`src/usart_flow_consts.vh`:
```
// Register offsets, field positions, reset values and timing for the serial port core
`ifndef USART_FLOW_CONSTS_VH
`define USART_FLOW_CONSTS_VH
`define OFS_LINE_STATUS    8'h00
`define OFS_DATA_WINDOW    8'h04
`define OFS_RATE_DIVIDER   8'h08
`define OFS_CONTROL_ONE    8'h0C
`define OFS_CONTROL_TWO    8'h10
`define OFS_CONTROL_THREE  8'h14
`define RST_LINE_STATUS    32'h0000_00C0
`define RST_DATA_WINDOW    32'h0000_01FF
`define RST_RATE_DIVIDER   32'h0000_0000
`define RST_CONTROL_ONE    32'h0000_0000
`define RST_CONTROL_TWO    32'h0000_0000
`define RST_CONTROL_THREE  32'h0000_6000
// line_status bits
`define SR_PE    0
`define SR_FE    1
`define SR_NF    2
`define SR_ORE   3
`define SR_IDLE  4
`define SR_RX_NOT_EMPTY  5
`define SR_TC    6
`define SR_TXE   7
`define SR_CTS   9
// control_one bits
`define C1_UE       0
`define C1_RE       2
`define C1_TE       3
`define C1_IDLEIE   4
`define C1_RXNEIE   5
`define C1_TCIE     6
`define C1_TXEIE    7
`define C1_PEIE     8
`define C1_SYNC     12
// control_two bits
`define C2_CLKEN    11
`define C2_CPOL     10
// control_three bits
`define C3_ERRIE    0
`define C3_HALF_DUPLEX_SELECT    3
`define C3_DMA_REQUEST_MODE  6
`define C3_REQUEST_CONTROL_ENABLE     8
`define C3_CLEAR_CONTROL_ENABLE     9
`define C3_CTSIE    10
`define C3_CKINE    11
// rate_divider fields
`define BRR_FRAC_LSB 0
`define BRR_FRAC_MSB 3
`define BRR_INT_LSB  4
`define BRR_INT_MSB  15
// Bit clock is pclk over this times the integer divider
`define SYNC_DIV_FACTOR 4
// Bits per frame: start, 8 data, stop
`define FRAME_BITS 10
// Idle length in bit periods
`define IDLE_BITS 10
`endif

```
`src/usart_flow_dma_core.v`:
```
// Serial port core: divider, half duplex, flow control, interrupts, DMA requests, registers
//
// The strobed register port was chosen for this implementation.
`include "usart_flow_consts.vh"
`default_nettype none
module usart_flow_dma_core #(
  parameter DATA_W = 9
) (
  input  wire        i_clk,
  input  wire        i_arst_n,
  input  wire [7:0]  i_addr,
  input  wire [31:0] i_wdata,
  input  wire        i_wr,
  input  wire        i_rd,
  output reg  [31:0] o_rdata,
  input  wire        i_rx,
  input  wire        i_tx_pin,
  output wire        o_tx,
  output wire        o_tx_oe_n,
  input  wire        i_sclk,
  output wire        o_sclk,
  output wire        o_sclk_oe_n,
  input  wire        i_clear_in_n,
  output wire        o_request_out_n,
  output wire        o_irq,
  output wire        o_dma_tx_req,
  output wire        o_dma_rx_req
);

  // ==========================================================
  // Registers
  reg  [31:0] control_one_ff;
  reg  [31:0] control_two_ff;
  reg  [31:0] control_three_ff;
  reg  [15:0] rate_divider_ff;
  reg  [DATA_W-1:0] tx_hold_ff;
  reg  [DATA_W-1:0] rx_data_ff;
  reg         tx_buffer_empty_ff;
  reg         tx_complete_flag_ff;
  reg         rx_not_empty_ff;
  reg         line_idle_ff;
  reg         overrun_flag_ff;
  reg         noise_flag_ff;
  reg         framing_flag_ff;
  reg         parity_flag_ff;
  reg         clear_change_ff;
  reg         sr_read_ff;

  wire port_enable        = control_one_ff[`C1_UE];
  wire receiver_enable    = control_one_ff[`C1_RE];
  wire transmitter_enable = control_one_ff[`C1_TE];
  wire sync_mode          = control_one_ff[`C1_SYNC];
  wire half_duplex_select = control_three_ff[`C3_HALF_DUPLEX_SELECT];
  wire dma_request_mode   = control_three_ff[`C3_DMA_REQUEST_MODE];
  wire request_control_enable = control_three_ff[`C3_REQUEST_CONTROL_ENABLE];
  wire clear_control_enable   = control_three_ff[`C3_CLEAR_CONTROL_ENABLE];
  wire ext_clock          = control_three_ff[`C3_CKINE];
  wire [11:0] integer_divider = rate_divider_ff[`BRR_INT_MSB:`BRR_INT_LSB];

  // ==========================================================
  // Input synchronisers
  reg [1:0] rx_sync_ff;
  reg [1:0] txp_sync_ff;
  reg [1:0] sclk_sync_ff;
  reg [1:0] cts_sync_ff;
  reg       sclk_prev_ff;
  reg       cts_prev_ff;

  always @(posedge i_clk or negedge i_arst_n) begin
    if (!i_arst_n) begin
      rx_sync_ff   <= 2'h3;
      txp_sync_ff  <= 2'h3;
      sclk_sync_ff <= 2'h0;
      cts_sync_ff  <= 2'h3;
      sclk_prev_ff <= 1'b0;
      cts_prev_ff  <= 1'b1;
    end else begin
      rx_sync_ff   <= {rx_sync_ff[0], i_rx};
      txp_sync_ff  <= {txp_sync_ff[0], i_tx_pin};
      sclk_sync_ff <= {sclk_sync_ff[0], i_sclk};
      cts_sync_ff  <= {cts_sync_ff[0], i_clear_in_n};
      sclk_prev_ff <= sclk_sync_ff[1];
      cts_prev_ff  <= cts_sync_ff[1];
    end
  end

  // Half duplex receives from the transmit pin
  wire rx_line  = half_duplex_select ? txp_sync_ff[1] : rx_sync_ff[1];
  wire cts_edge = cts_sync_ff[1] ^ cts_prev_ff;

  // ==========================================================
  // Bit rate enable
  reg  [15:0] div_cnt_ff;
  wire [15:0] div_total = {2'h0, integer_divider, 2'h0};
  wire        div_tick  = (div_cnt_ff >= div_total - 16'h0001);
  wire        link_active;
  // Internal: one tick per bit period; fractional field unused
  wire        int_tick  = link_active && div_tick;
  // Mid-bit toggle so the output clock gives one full period per bit
  wire        half_tick = link_active && !(sync_mode && ext_clock) &&
                          (div_cnt_ff == {3'h0, integer_divider, 1'b0} - 16'h0001);
  // External clock: one bit per rising edge of sclk
  wire        ext_tick  = sclk_sync_ff[1] & ~sclk_prev_ff;
  wire        bit_tick  = (sync_mode && ext_clock) ? ext_tick : int_tick;

  always @(posedge i_clk or negedge i_arst_n) begin
    if (!i_arst_n) begin
      div_cnt_ff <= 16'h0000;
    end else if (!link_active || div_tick) begin
      div_cnt_ff <= 16'h0000;
    end else begin
      div_cnt_ff <= div_cnt_ff + 16'h0001;
    end
  end

  // ==========================================================
  // Transmitter
  localparam TX_IDLE = 2'b01;
  localparam TX_SEND = 2'b10;
  reg [1:0]        tx_state_ff;
  reg [DATA_W+1:0] tx_shift_ff;
  reg [3:0]        tx_bit_ff;
  reg              tx_out_ff;
  reg              sclk_out_ff;

  wire cts_ok   = !clear_control_enable || !cts_sync_ff[1];
  wire tx_start = (tx_state_ff == TX_IDLE) && port_enable && transmitter_enable &&
                  !tx_buffer_empty_ff && cts_ok;
  // Extra tick keeps the stop bit on the line for a whole bit period
  wire tx_last  = (tx_state_ff == TX_SEND) && bit_tick && (tx_bit_ff == `FRAME_BITS);
  assign link_active = port_enable && (transmitter_enable || receiver_enable);

  always @(posedge i_clk or negedge i_arst_n) begin
    if (!i_arst_n) begin
      tx_state_ff <= TX_IDLE;
      tx_shift_ff <= {(DATA_W+2){1'b1}};
      tx_bit_ff   <= 4'h0;
      tx_out_ff   <= 1'b1;
      sclk_out_ff <= 1'b0;
    end else begin
      case (tx_state_ff)
        TX_IDLE: begin
          tx_out_ff   <= 1'b1;
          sclk_out_ff <= control_two_ff[`C2_CPOL];
          if (tx_start) begin
            // Frame fixed here; later clear input changes ignored
            tx_shift_ff <= {1'b1, tx_hold_ff[7:0], 1'b0, 1'b1};
            tx_bit_ff   <= 4'h0;
            tx_state_ff <= TX_SEND;
          end
        end
        TX_SEND: begin
          if (bit_tick || half_tick) begin
            sclk_out_ff <= ~sclk_out_ff;
          end
          if (bit_tick) begin
            tx_out_ff   <= tx_shift_ff[1];
            tx_shift_ff <= {1'b1, tx_shift_ff[DATA_W+1:1]};
            tx_bit_ff   <= tx_bit_ff + 4'h1;
            if (tx_last) begin
              tx_state_ff <= TX_IDLE;
            end
          end
        end
        default: tx_state_ff <= TX_IDLE;
      endcase
    end
  end

  assign o_tx        = tx_out_ff;
  // Half duplex: drive only while a frame is in flight
  assign o_tx_oe_n   = half_duplex_select ? (tx_state_ff != TX_SEND) : 1'b0;
  assign o_sclk      = sclk_out_ff;
  assign o_sclk_oe_n = !(sync_mode && control_two_ff[`C2_CLKEN] && !ext_clock);

  // ==========================================================
  // Receiver (start, 8 data, stop sampled once per bit)
  localparam RX_IDLE = 2'b01;
  localparam RX_RECV = 2'b10;
  reg [1:0] rx_state_ff;
  reg [8:0] rx_shift_ff;
  reg [3:0] rx_bit_ff;
  reg [3:0] idle_cnt_ff;
  reg       idle_armed_ff;
  wire any_error = overrun_flag_ff | framing_flag_ff | parity_flag_ff;
  wire rx_go     = port_enable && receiver_enable && !framing_flag_ff && !parity_flag_ff;
  wire rx_done   = (rx_state_ff == RX_RECV) && bit_tick && (rx_bit_ff == `FRAME_BITS - 2);
  wire rx_stop_bad = rx_done && !rx_line && !sync_mode;
  wire idle_hit  = !sync_mode && idle_armed_ff && bit_tick && (rx_state_ff == RX_IDLE) &&
                   (idle_cnt_ff == `IDLE_BITS - 1);

  always @(posedge i_clk or negedge i_arst_n) begin
    if (!i_arst_n) begin
      rx_state_ff   <= RX_IDLE;
      rx_shift_ff   <= 9'h000;
      rx_bit_ff     <= 4'h0;
      idle_cnt_ff   <= 4'h0;
      idle_armed_ff <= 1'b0;
    end else begin
      case (rx_state_ff)
        RX_IDLE: begin
          if (rx_go && bit_tick && !rx_line) begin
            rx_state_ff <= RX_RECV;
            rx_bit_ff   <= 4'h0;
            idle_cnt_ff <= 4'h0;
          end else if (bit_tick) begin
            idle_cnt_ff <= idle_hit ? 4'h0 : idle_cnt_ff + 4'h1;
            if (idle_hit) begin
              idle_armed_ff <= 1'b0;
            end
          end
        end
        RX_RECV: begin
          if (bit_tick) begin
            rx_shift_ff <= {rx_line, rx_shift_ff[8:1]};
            rx_bit_ff   <= rx_bit_ff + 4'h1;
            if (rx_done) begin
              rx_state_ff   <= RX_IDLE;
              idle_armed_ff <= 1'b1;
            end
          end
        end
        default: rx_state_ff <= RX_IDLE;
      endcase
    end
  end

  // ==========================================================
  // Register access
  wire wr_sr  = i_wr && (i_addr == `OFS_LINE_STATUS);
  wire wr_dr  = i_wr && (i_addr == `OFS_DATA_WINDOW);
  wire rd_sr  = i_rd && (i_addr == `OFS_LINE_STATUS);
  wire rd_dr  = i_rd && (i_addr == `OFS_DATA_WINDOW);
  wire seq_clear = rd_dr && sr_read_ff;
  wire tx_dw  = wr_dr && transmitter_enable;

  always @(posedge i_clk or negedge i_arst_n) begin
    if (!i_arst_n) begin
      control_one_ff   <= `RST_CONTROL_ONE;
      control_two_ff   <= `RST_CONTROL_TWO;
      control_three_ff <= `RST_CONTROL_THREE;
      rate_divider_ff  <= 16'h0000;
      tx_hold_ff       <= {DATA_W{1'b1}};
      sr_read_ff       <= 1'b0;
    end else begin
      if (i_wr && i_addr == `OFS_CONTROL_ONE)   control_one_ff   <= i_wdata & 32'h0000_11FD;
      if (i_wr && i_addr == `OFS_CONTROL_TWO)   control_two_ff   <= i_wdata & 32'h0000_0C00;
      if (i_wr && i_addr == `OFS_CONTROL_THREE) control_three_ff <= i_wdata & 32'h0000_6F49;
      if (i_wr && i_addr == `OFS_RATE_DIVIDER)  rate_divider_ff  <= i_wdata[15:0];
      if (tx_dw) tx_hold_ff <= i_wdata[DATA_W-1:0];
      if (rd_sr) sr_read_ff <= 1'b1;
      else if (i_rd) sr_read_ff <= 1'b0;
    end
  end

  // ==========================================================
  // Status flags (hardware set wins over clear, except TXE and TC, where a data write wins over the load and the end-of-frame set)
  always @(posedge i_clk or negedge i_arst_n) begin
    if (!i_arst_n) begin
      tx_buffer_empty_ff  <= 1'b1;
      tx_complete_flag_ff <= 1'b1;
      rx_not_empty_ff     <= 1'b0;
      line_idle_ff        <= 1'b0;
      overrun_flag_ff     <= 1'b0;
      noise_flag_ff       <= 1'b0;
      framing_flag_ff     <= 1'b0;
      parity_flag_ff      <= 1'b0;
      clear_change_ff     <= 1'b0;
      rx_data_ff          <= {DATA_W{1'b1}};
    end else begin
      // A write in the load cycle refills the buffer at once
      if (tx_dw) tx_buffer_empty_ff <= 1'b0;
      else if (tx_start) tx_buffer_empty_ff <= 1'b1;
      if (!transmitter_enable || (tx_last && tx_buffer_empty_ff && !tx_dw))
        tx_complete_flag_ff <= 1'b1;
      else if (tx_dw)
        tx_complete_flag_ff <= 1'b0;
      if (rx_done && !rx_not_empty_ff) begin
        rx_data_ff      <= {{(DATA_W-8){1'b0}}, rx_shift_ff[8:1]};
        rx_not_empty_ff <= 1'b1;
      end else if (rd_dr || (wr_sr && !i_wdata[`SR_RX_NOT_EMPTY])) begin
        rx_not_empty_ff <= 1'b0;
      end
      if (rx_done && rx_not_empty_ff) overrun_flag_ff <= 1'b1;
      else if (seq_clear) overrun_flag_ff <= 1'b0;
      if (rx_stop_bad) framing_flag_ff <= 1'b1;
      else if (seq_clear) framing_flag_ff <= 1'b0;
      if (idle_hit) line_idle_ff <= 1'b1;
      else if (seq_clear) line_idle_ff <= 1'b0;
      if (seq_clear) begin
        noise_flag_ff  <= 1'b0;
        parity_flag_ff <= 1'b0;
      end
      if (clear_control_enable && cts_edge) clear_change_ff <= 1'b1;
      else if (wr_sr && !i_wdata[`SR_CTS]) clear_change_ff <= 1'b0;
    end
  end

  wire [31:0] status_word = {22'h00_0000, clear_change_ff, 1'b0, tx_buffer_empty_ff,
                             tx_complete_flag_ff, rx_not_empty_ff, line_idle_ff,
                             overrun_flag_ff, noise_flag_ff, framing_flag_ff, parity_flag_ff};

  always @(posedge i_clk or negedge i_arst_n) begin
    if (!i_arst_n) begin
      o_rdata <= 32'h0000_0000;
    end else if (i_rd) begin
      case (i_addr)
        `OFS_LINE_STATUS:   o_rdata <= status_word;
        `OFS_DATA_WINDOW:   o_rdata <= {{(32-DATA_W){1'b0}}, rx_data_ff};
        `OFS_RATE_DIVIDER:  o_rdata <= {16'h0000, rate_divider_ff};
        `OFS_CONTROL_ONE:   o_rdata <= control_one_ff;
        `OFS_CONTROL_TWO:   o_rdata <= control_two_ff;
        `OFS_CONTROL_THREE: o_rdata <= control_three_ff;
        default:            o_rdata <= 32'h0000_0000;
      endcase
    end else begin
      o_rdata <= 32'h0000_0000;
    end
  end

  // ==========================================================
  // Flow control, interrupt and DMA outputs
  assign o_request_out_n = request_control_enable ? (rx_not_empty_ff | any_error) : 1'b1;

  wire async_ok = !sync_mode;
  wire errs     = overrun_flag_ff | (async_ok & (noise_flag_ff | framing_flag_ff));
  assign o_irq = (control_one_ff[`C1_TXEIE]   & tx_buffer_empty_ff) |
                 (control_three_ff[`C3_CTSIE] & clear_change_ff) |
                 (control_one_ff[`C1_TCIE]    & tx_complete_flag_ff) |
                 (control_one_ff[`C1_RXNEIE]  & rx_not_empty_ff) |
                 (control_one_ff[`C1_IDLEIE]  & line_idle_ff & async_ok) |
                 (control_one_ff[`C1_PEIE]    & parity_flag_ff & async_ok) |
                 (control_three_ff[`C3_ERRIE] & errs);

  assign o_dma_tx_req = dma_request_mode && port_enable && transmitter_enable && tx_buffer_empty_ff;
  assign o_dma_rx_req = dma_request_mode && port_enable && receiver_enable && rx_not_empty_ff;

endmodule
`default_nettype wire

```
`config.mk`:
```
export PLATFORM = sky130hd
export DESIGN_NAME = usart_flow_dma_core
export DESIGN_NICKNAME = d
export VERILOG_FILES = /design/src/usart_flow_dma_core.v
export VERILOG_INCLUDE_DIRS = /design/src /design/src/src
export SDC_FILE = /design/constraint.sdc
export NUM_CORES = 1
export LEC_CHECK = 0
export BUFFER_PORTS_ARGS = -buffer_cell sky130_fd_sc_hd__buf_2
export CAP_MARGIN = 10
export CORE_ASPECT_RATIO = 1.2
export CORE_UTILIZATION = 53
export DETAILED_ROUTE_END_ITERATION = 7
export PLACE_DENSITY = 0.74
export RECOVER_POWER = 50
export SYNTH_ARGS = -nofsm -noshare
export SYNTH_HDL_FRONTEND = slang
export SYNTH_SLANG_ARGS = --single-unit
```
`constraint.sdc`:
```
create_clock -name i_clk -period 3.25 [get_ports i_clk]
set_clock_uncertainty 0.05 [all_clocks]
set_input_delay 0.325 -clock i_clk [delete_from_list [all_inputs] [get_ports i_clk]]
set_output_delay 0.325 -clock i_clk [all_outputs]
set_load 0.1 [all_outputs]
```
==> flow_metrics.tcl <==
set metrics [dict create \
    antenna_found_initial 1 \
    yosys_most_used_dff "dfrtp_1" \
    internal-power_w 0.003150 \
    cts_buffers 17 \
    grt_first_pass_wirelength_mm 28.72 \
    synth_commonest_cells "dfrtp_1 (99), mux2_2 (74), nor2_1 (55)" \
    maxCapViolCount 1 \
    drtAntennaViolNets 0 \
    yosys.area.top_type_share_pct 34.59 \
    synth_top_family_by_area "multiplexers" \
    start_kind "flip-flop" \
    cts-root-buf "clkbuf_16" \
    vias_per_cell 5.878 \
    async_flop_share_pct 100.0 \
    switchingPower_w 0.001159 \
    worst_r2r_path_depth 12 \
    status "complete, but fails checks" \
    final_core_util_pct 69.37 \
    worstHoldStart "i_wdata[15]" \
    grt_max_degree 80 \
    rsz0062_at_grt "yes" \
    drc 0 \
    yosys_warnings 0 \
    combPwrFrac_pct 14.9 \
    ios 88 \
    clockBufferDepth 2 \
    dp.cells 878 \
    dpl.hpwl_mm 12.32 \
    finalCritPeriodShare_pct 107.7 \
    dp_slack_ns -0.3866 \
    syn-cell-area_mm2 0.007163 \
    synthCells 629 \
    layout-drive-gt1-share_pct 44.19 \
    htree_num_levels 4 \
    vias 5543 \
    synth.distinct_cells 75 \
    path_clk_slew_ns 0.06 \
    powerDensity_mw_per_mm2 471.3 \
    sw_frac_of_total_pct 26.91 \
    hold_viol 0 \
    crit_fanout 6 \
    synthAdderAreaFrac_pct 4.192 \
    die_h_um 129.4 \
    synthSimpleGateAreaFrac_pct 13.00 \
    fmax_mhz 285.6 \
    port_buffers 55 \
    cts_sinks 139 \
    cts_tree "yes" \
    fin_cells 943 \
    cp-startpoint "rate_divider_ff[6]" \
    syn_area_per_cell_um2 11.39 \
    clkPwrFrac_pct 43.2 \
    slew_viol_final 80 \
    setup_tns_ns -7.375 \
    synth_seq_cells 139 \
    syn_to_final_growth_pct 27.63 \
    synth_top_cell_by_area "dfrtp_1" \
    timing.rr.start "rate_divider_ff[6]" \
    core_mm2 0.01318 \
    finalSetupViolCount 49 \
    synth_edf_count 0 \
    yosysSeqAreaShare_pct 49.26 \
    final_nets 833 \
    vdd_drop_max_v 0.0004340 \
    insertion_delay_ns 0.44 \
    setup_ws_ns -0.2517 \
    r2r_setup_slack_ns -0.25 \
    start_util_pct 54.35 \
    muxShareOfSynthArea_pct 14.29 \
    yosysMostFrequentCell "dfrtp_1" \
    violations "max-capacitance violations, max-slew violations, negative setup slack" \
    arrival_ns 3.77 \
    dieWidth_um 108.1 \
    crit_type "flip-flop to flip-flop" \
    grt_use_total_pct 27.54 \
    r2r-end "o_sclk" \
    cp-end-kind "flip-flop" \
    worst_pin_slew_ns 1.886 \
    relSlewSlack_pct -25.71 \
    grt_overflow_total 0 \
    wirelength_mm 18.75 \
    drt_iter0_markers 470 \
    first_global_vias 5548 \
    synth_xor_xnor_area_share_pct 4.891 \
    power_frac_seq_pct 41.8 \
    avgRoutedWirePerCell_um 19.89 \
    place.gp.congestion 0.8544 \
    first_pass_iters 6 \
    min_path_type "input port to flip-flop" \
    rows 46 \
    crit_end "o_sclk" \
    die-area_mm2 0.01399 \
    synthTopCellsByArea "dfrtp_1 (35%), dfstp_2 (15%), mux2_2 (12%)" \
    synth_compound_area_share_pct 9.939 \
    fillers 930 \
    min_period_ns 3.502 \
    leakage_nw 4.218 \
    cp.required_ns 3.52 \
]
## cells by family after synthesis
logic type,Yosys count
AO/OA/AOI/OAI,103
XOR/XNOR,35
adder cells (fa/ha/maj),24
buffers and inverters,60
flip-flops,139
multiplexers,92
other,1
AND/OR/NAND/NOR,175
## worst max-delay path, stage by stage (launching register included)
cell and delay, ns:
dfrtp_1 0.37, buf_4 0.16, nor3_1 0.26, nor3b_1 0.44, xnor2_1 0.23, ha_1 0.32
a21oi_1 0.16, o221ai_1 0.18, a31o_4 0.29, buf_6 0.13, or4_4 0.53, mux2i_1 0.19
nor2_1 0.07
## how the worst min path moves through the flow
stage                                endpoint  slack, ns  cells past startpoint
after floorplan               clear_change_ff      -0.02                      0
after global placement        sclk_sync_ff[1]       0.29                      0
after detailed placement      sclk_sync_ff[1]       0.29                      0
after CTS                 rate_divider_ff[15]       0.06                      2
after global routing      rate_divider_ff[15]       0.07                      2
final                     rate_divider_ff[15]       0.07                      2
## sequential cells by signal, summed over array words and instances (netlist names), 8 cells and up
register,cells
rx_shift_ff,8
rate_divider_ff,16
control_one_ff,9
div_cnt_ff,16
tx_shift_ff,9
control_three_ff,9
rx_data_ff,9
o_rdata,16
tx_hold_ff,8
## power groups by stage
stage          Combinational (W)  Clock (W)  Sequential (W)
5_1_grt                 0.000686    0.00196         0.00181
6_report                0.000643    0.00186         0.00180
4_1_cts                 0.000603    0.00188         0.00180
3_3_place_gp            0.000513          0         0.00183
3_5_place_dp            0.000532          0         0.00183
2_1_floorplan           0.000334          0         0.00182
## final cells by class
class,count,area [µm²],area share [%]
multi-input cells,446,3765,41.18
flip-flops and latches,139,3528,38.59
repair buffers,136,991.0,10.84
clock buffers,22,474.2,5.187
well taps,168,210.2,2.299
clock inverters,10,92.59,1.013
inverters,21,78.83,0.8622
diodes,1,2.502,0.02737
## metal layers
| metal | global-route usage (%) | vias up | share of wire [%] |
|---|---|---|---|
| met1 | 33.16 | 2798 | 40 |
| li1 | - | 2515 | - |
| met4 | 14.34 | 0 | 3.1 |
| met3 | 5.785 | 40 | 5.0 |
| met5 | 0 | - | 0 |
| met2 | 46.38 | 190 | 52 |
## per-stage QoR
stage | cell area, µm² | power (W) | hold WS [ns]
after global placement | 7908 | 0.002340 | 0.2862
after global routing | 9140 | 0.004453 | 0.07324
final | 9143 | 0.004309 | 0.06700
after CTS | 8959 | 0.004284 | 0.06028
after detailed placement | 7908 | 0.002361 | 0.2865
after floorplan | 7277 | 0.002159 | -0.02059
## repair_timing
action / in CTS / in global routing
pin swaps: 37 / 26
gates resized for setup: 85 / 36
hold endpoints to repair: 57 / 0
buffers inserted: 16 / 12
gates cloned: 3 / 0
endpoints found under the setup margin: 49 / 50
hold buffers: 5 / 0
## cell usage in the layout, fill, tap and decap left out, types with 5 or more instances in the layout
cell / instances
a21oi_2: 5
nand4_1: 12
mux2_2: 63
dlygate4sd3_1: 5
o21ai_0: 8
a21oi_1: 9
o21ai_2: 11
a22oi_1: 10
nor3_1: 7
xnor2_1: 16
ha_1: 22
xor2_1: 16
nand3b_1: 5
a22o_1: 6
nand2_1: 27
nand3_1: 13
buf_2: 54
dfstp_2: 39
buf_4: 50
buf_6: 19
clkbuf_16: 17
a222oi_1: 5
conb_1: 16
nor2_1: 53
dfrtp_1: 99
inv_1: 21
mux2i_1: 10
and3_1: 7
mux2_4: 19
o21ai_1: 7
Power figures use the tool's default switching activity.
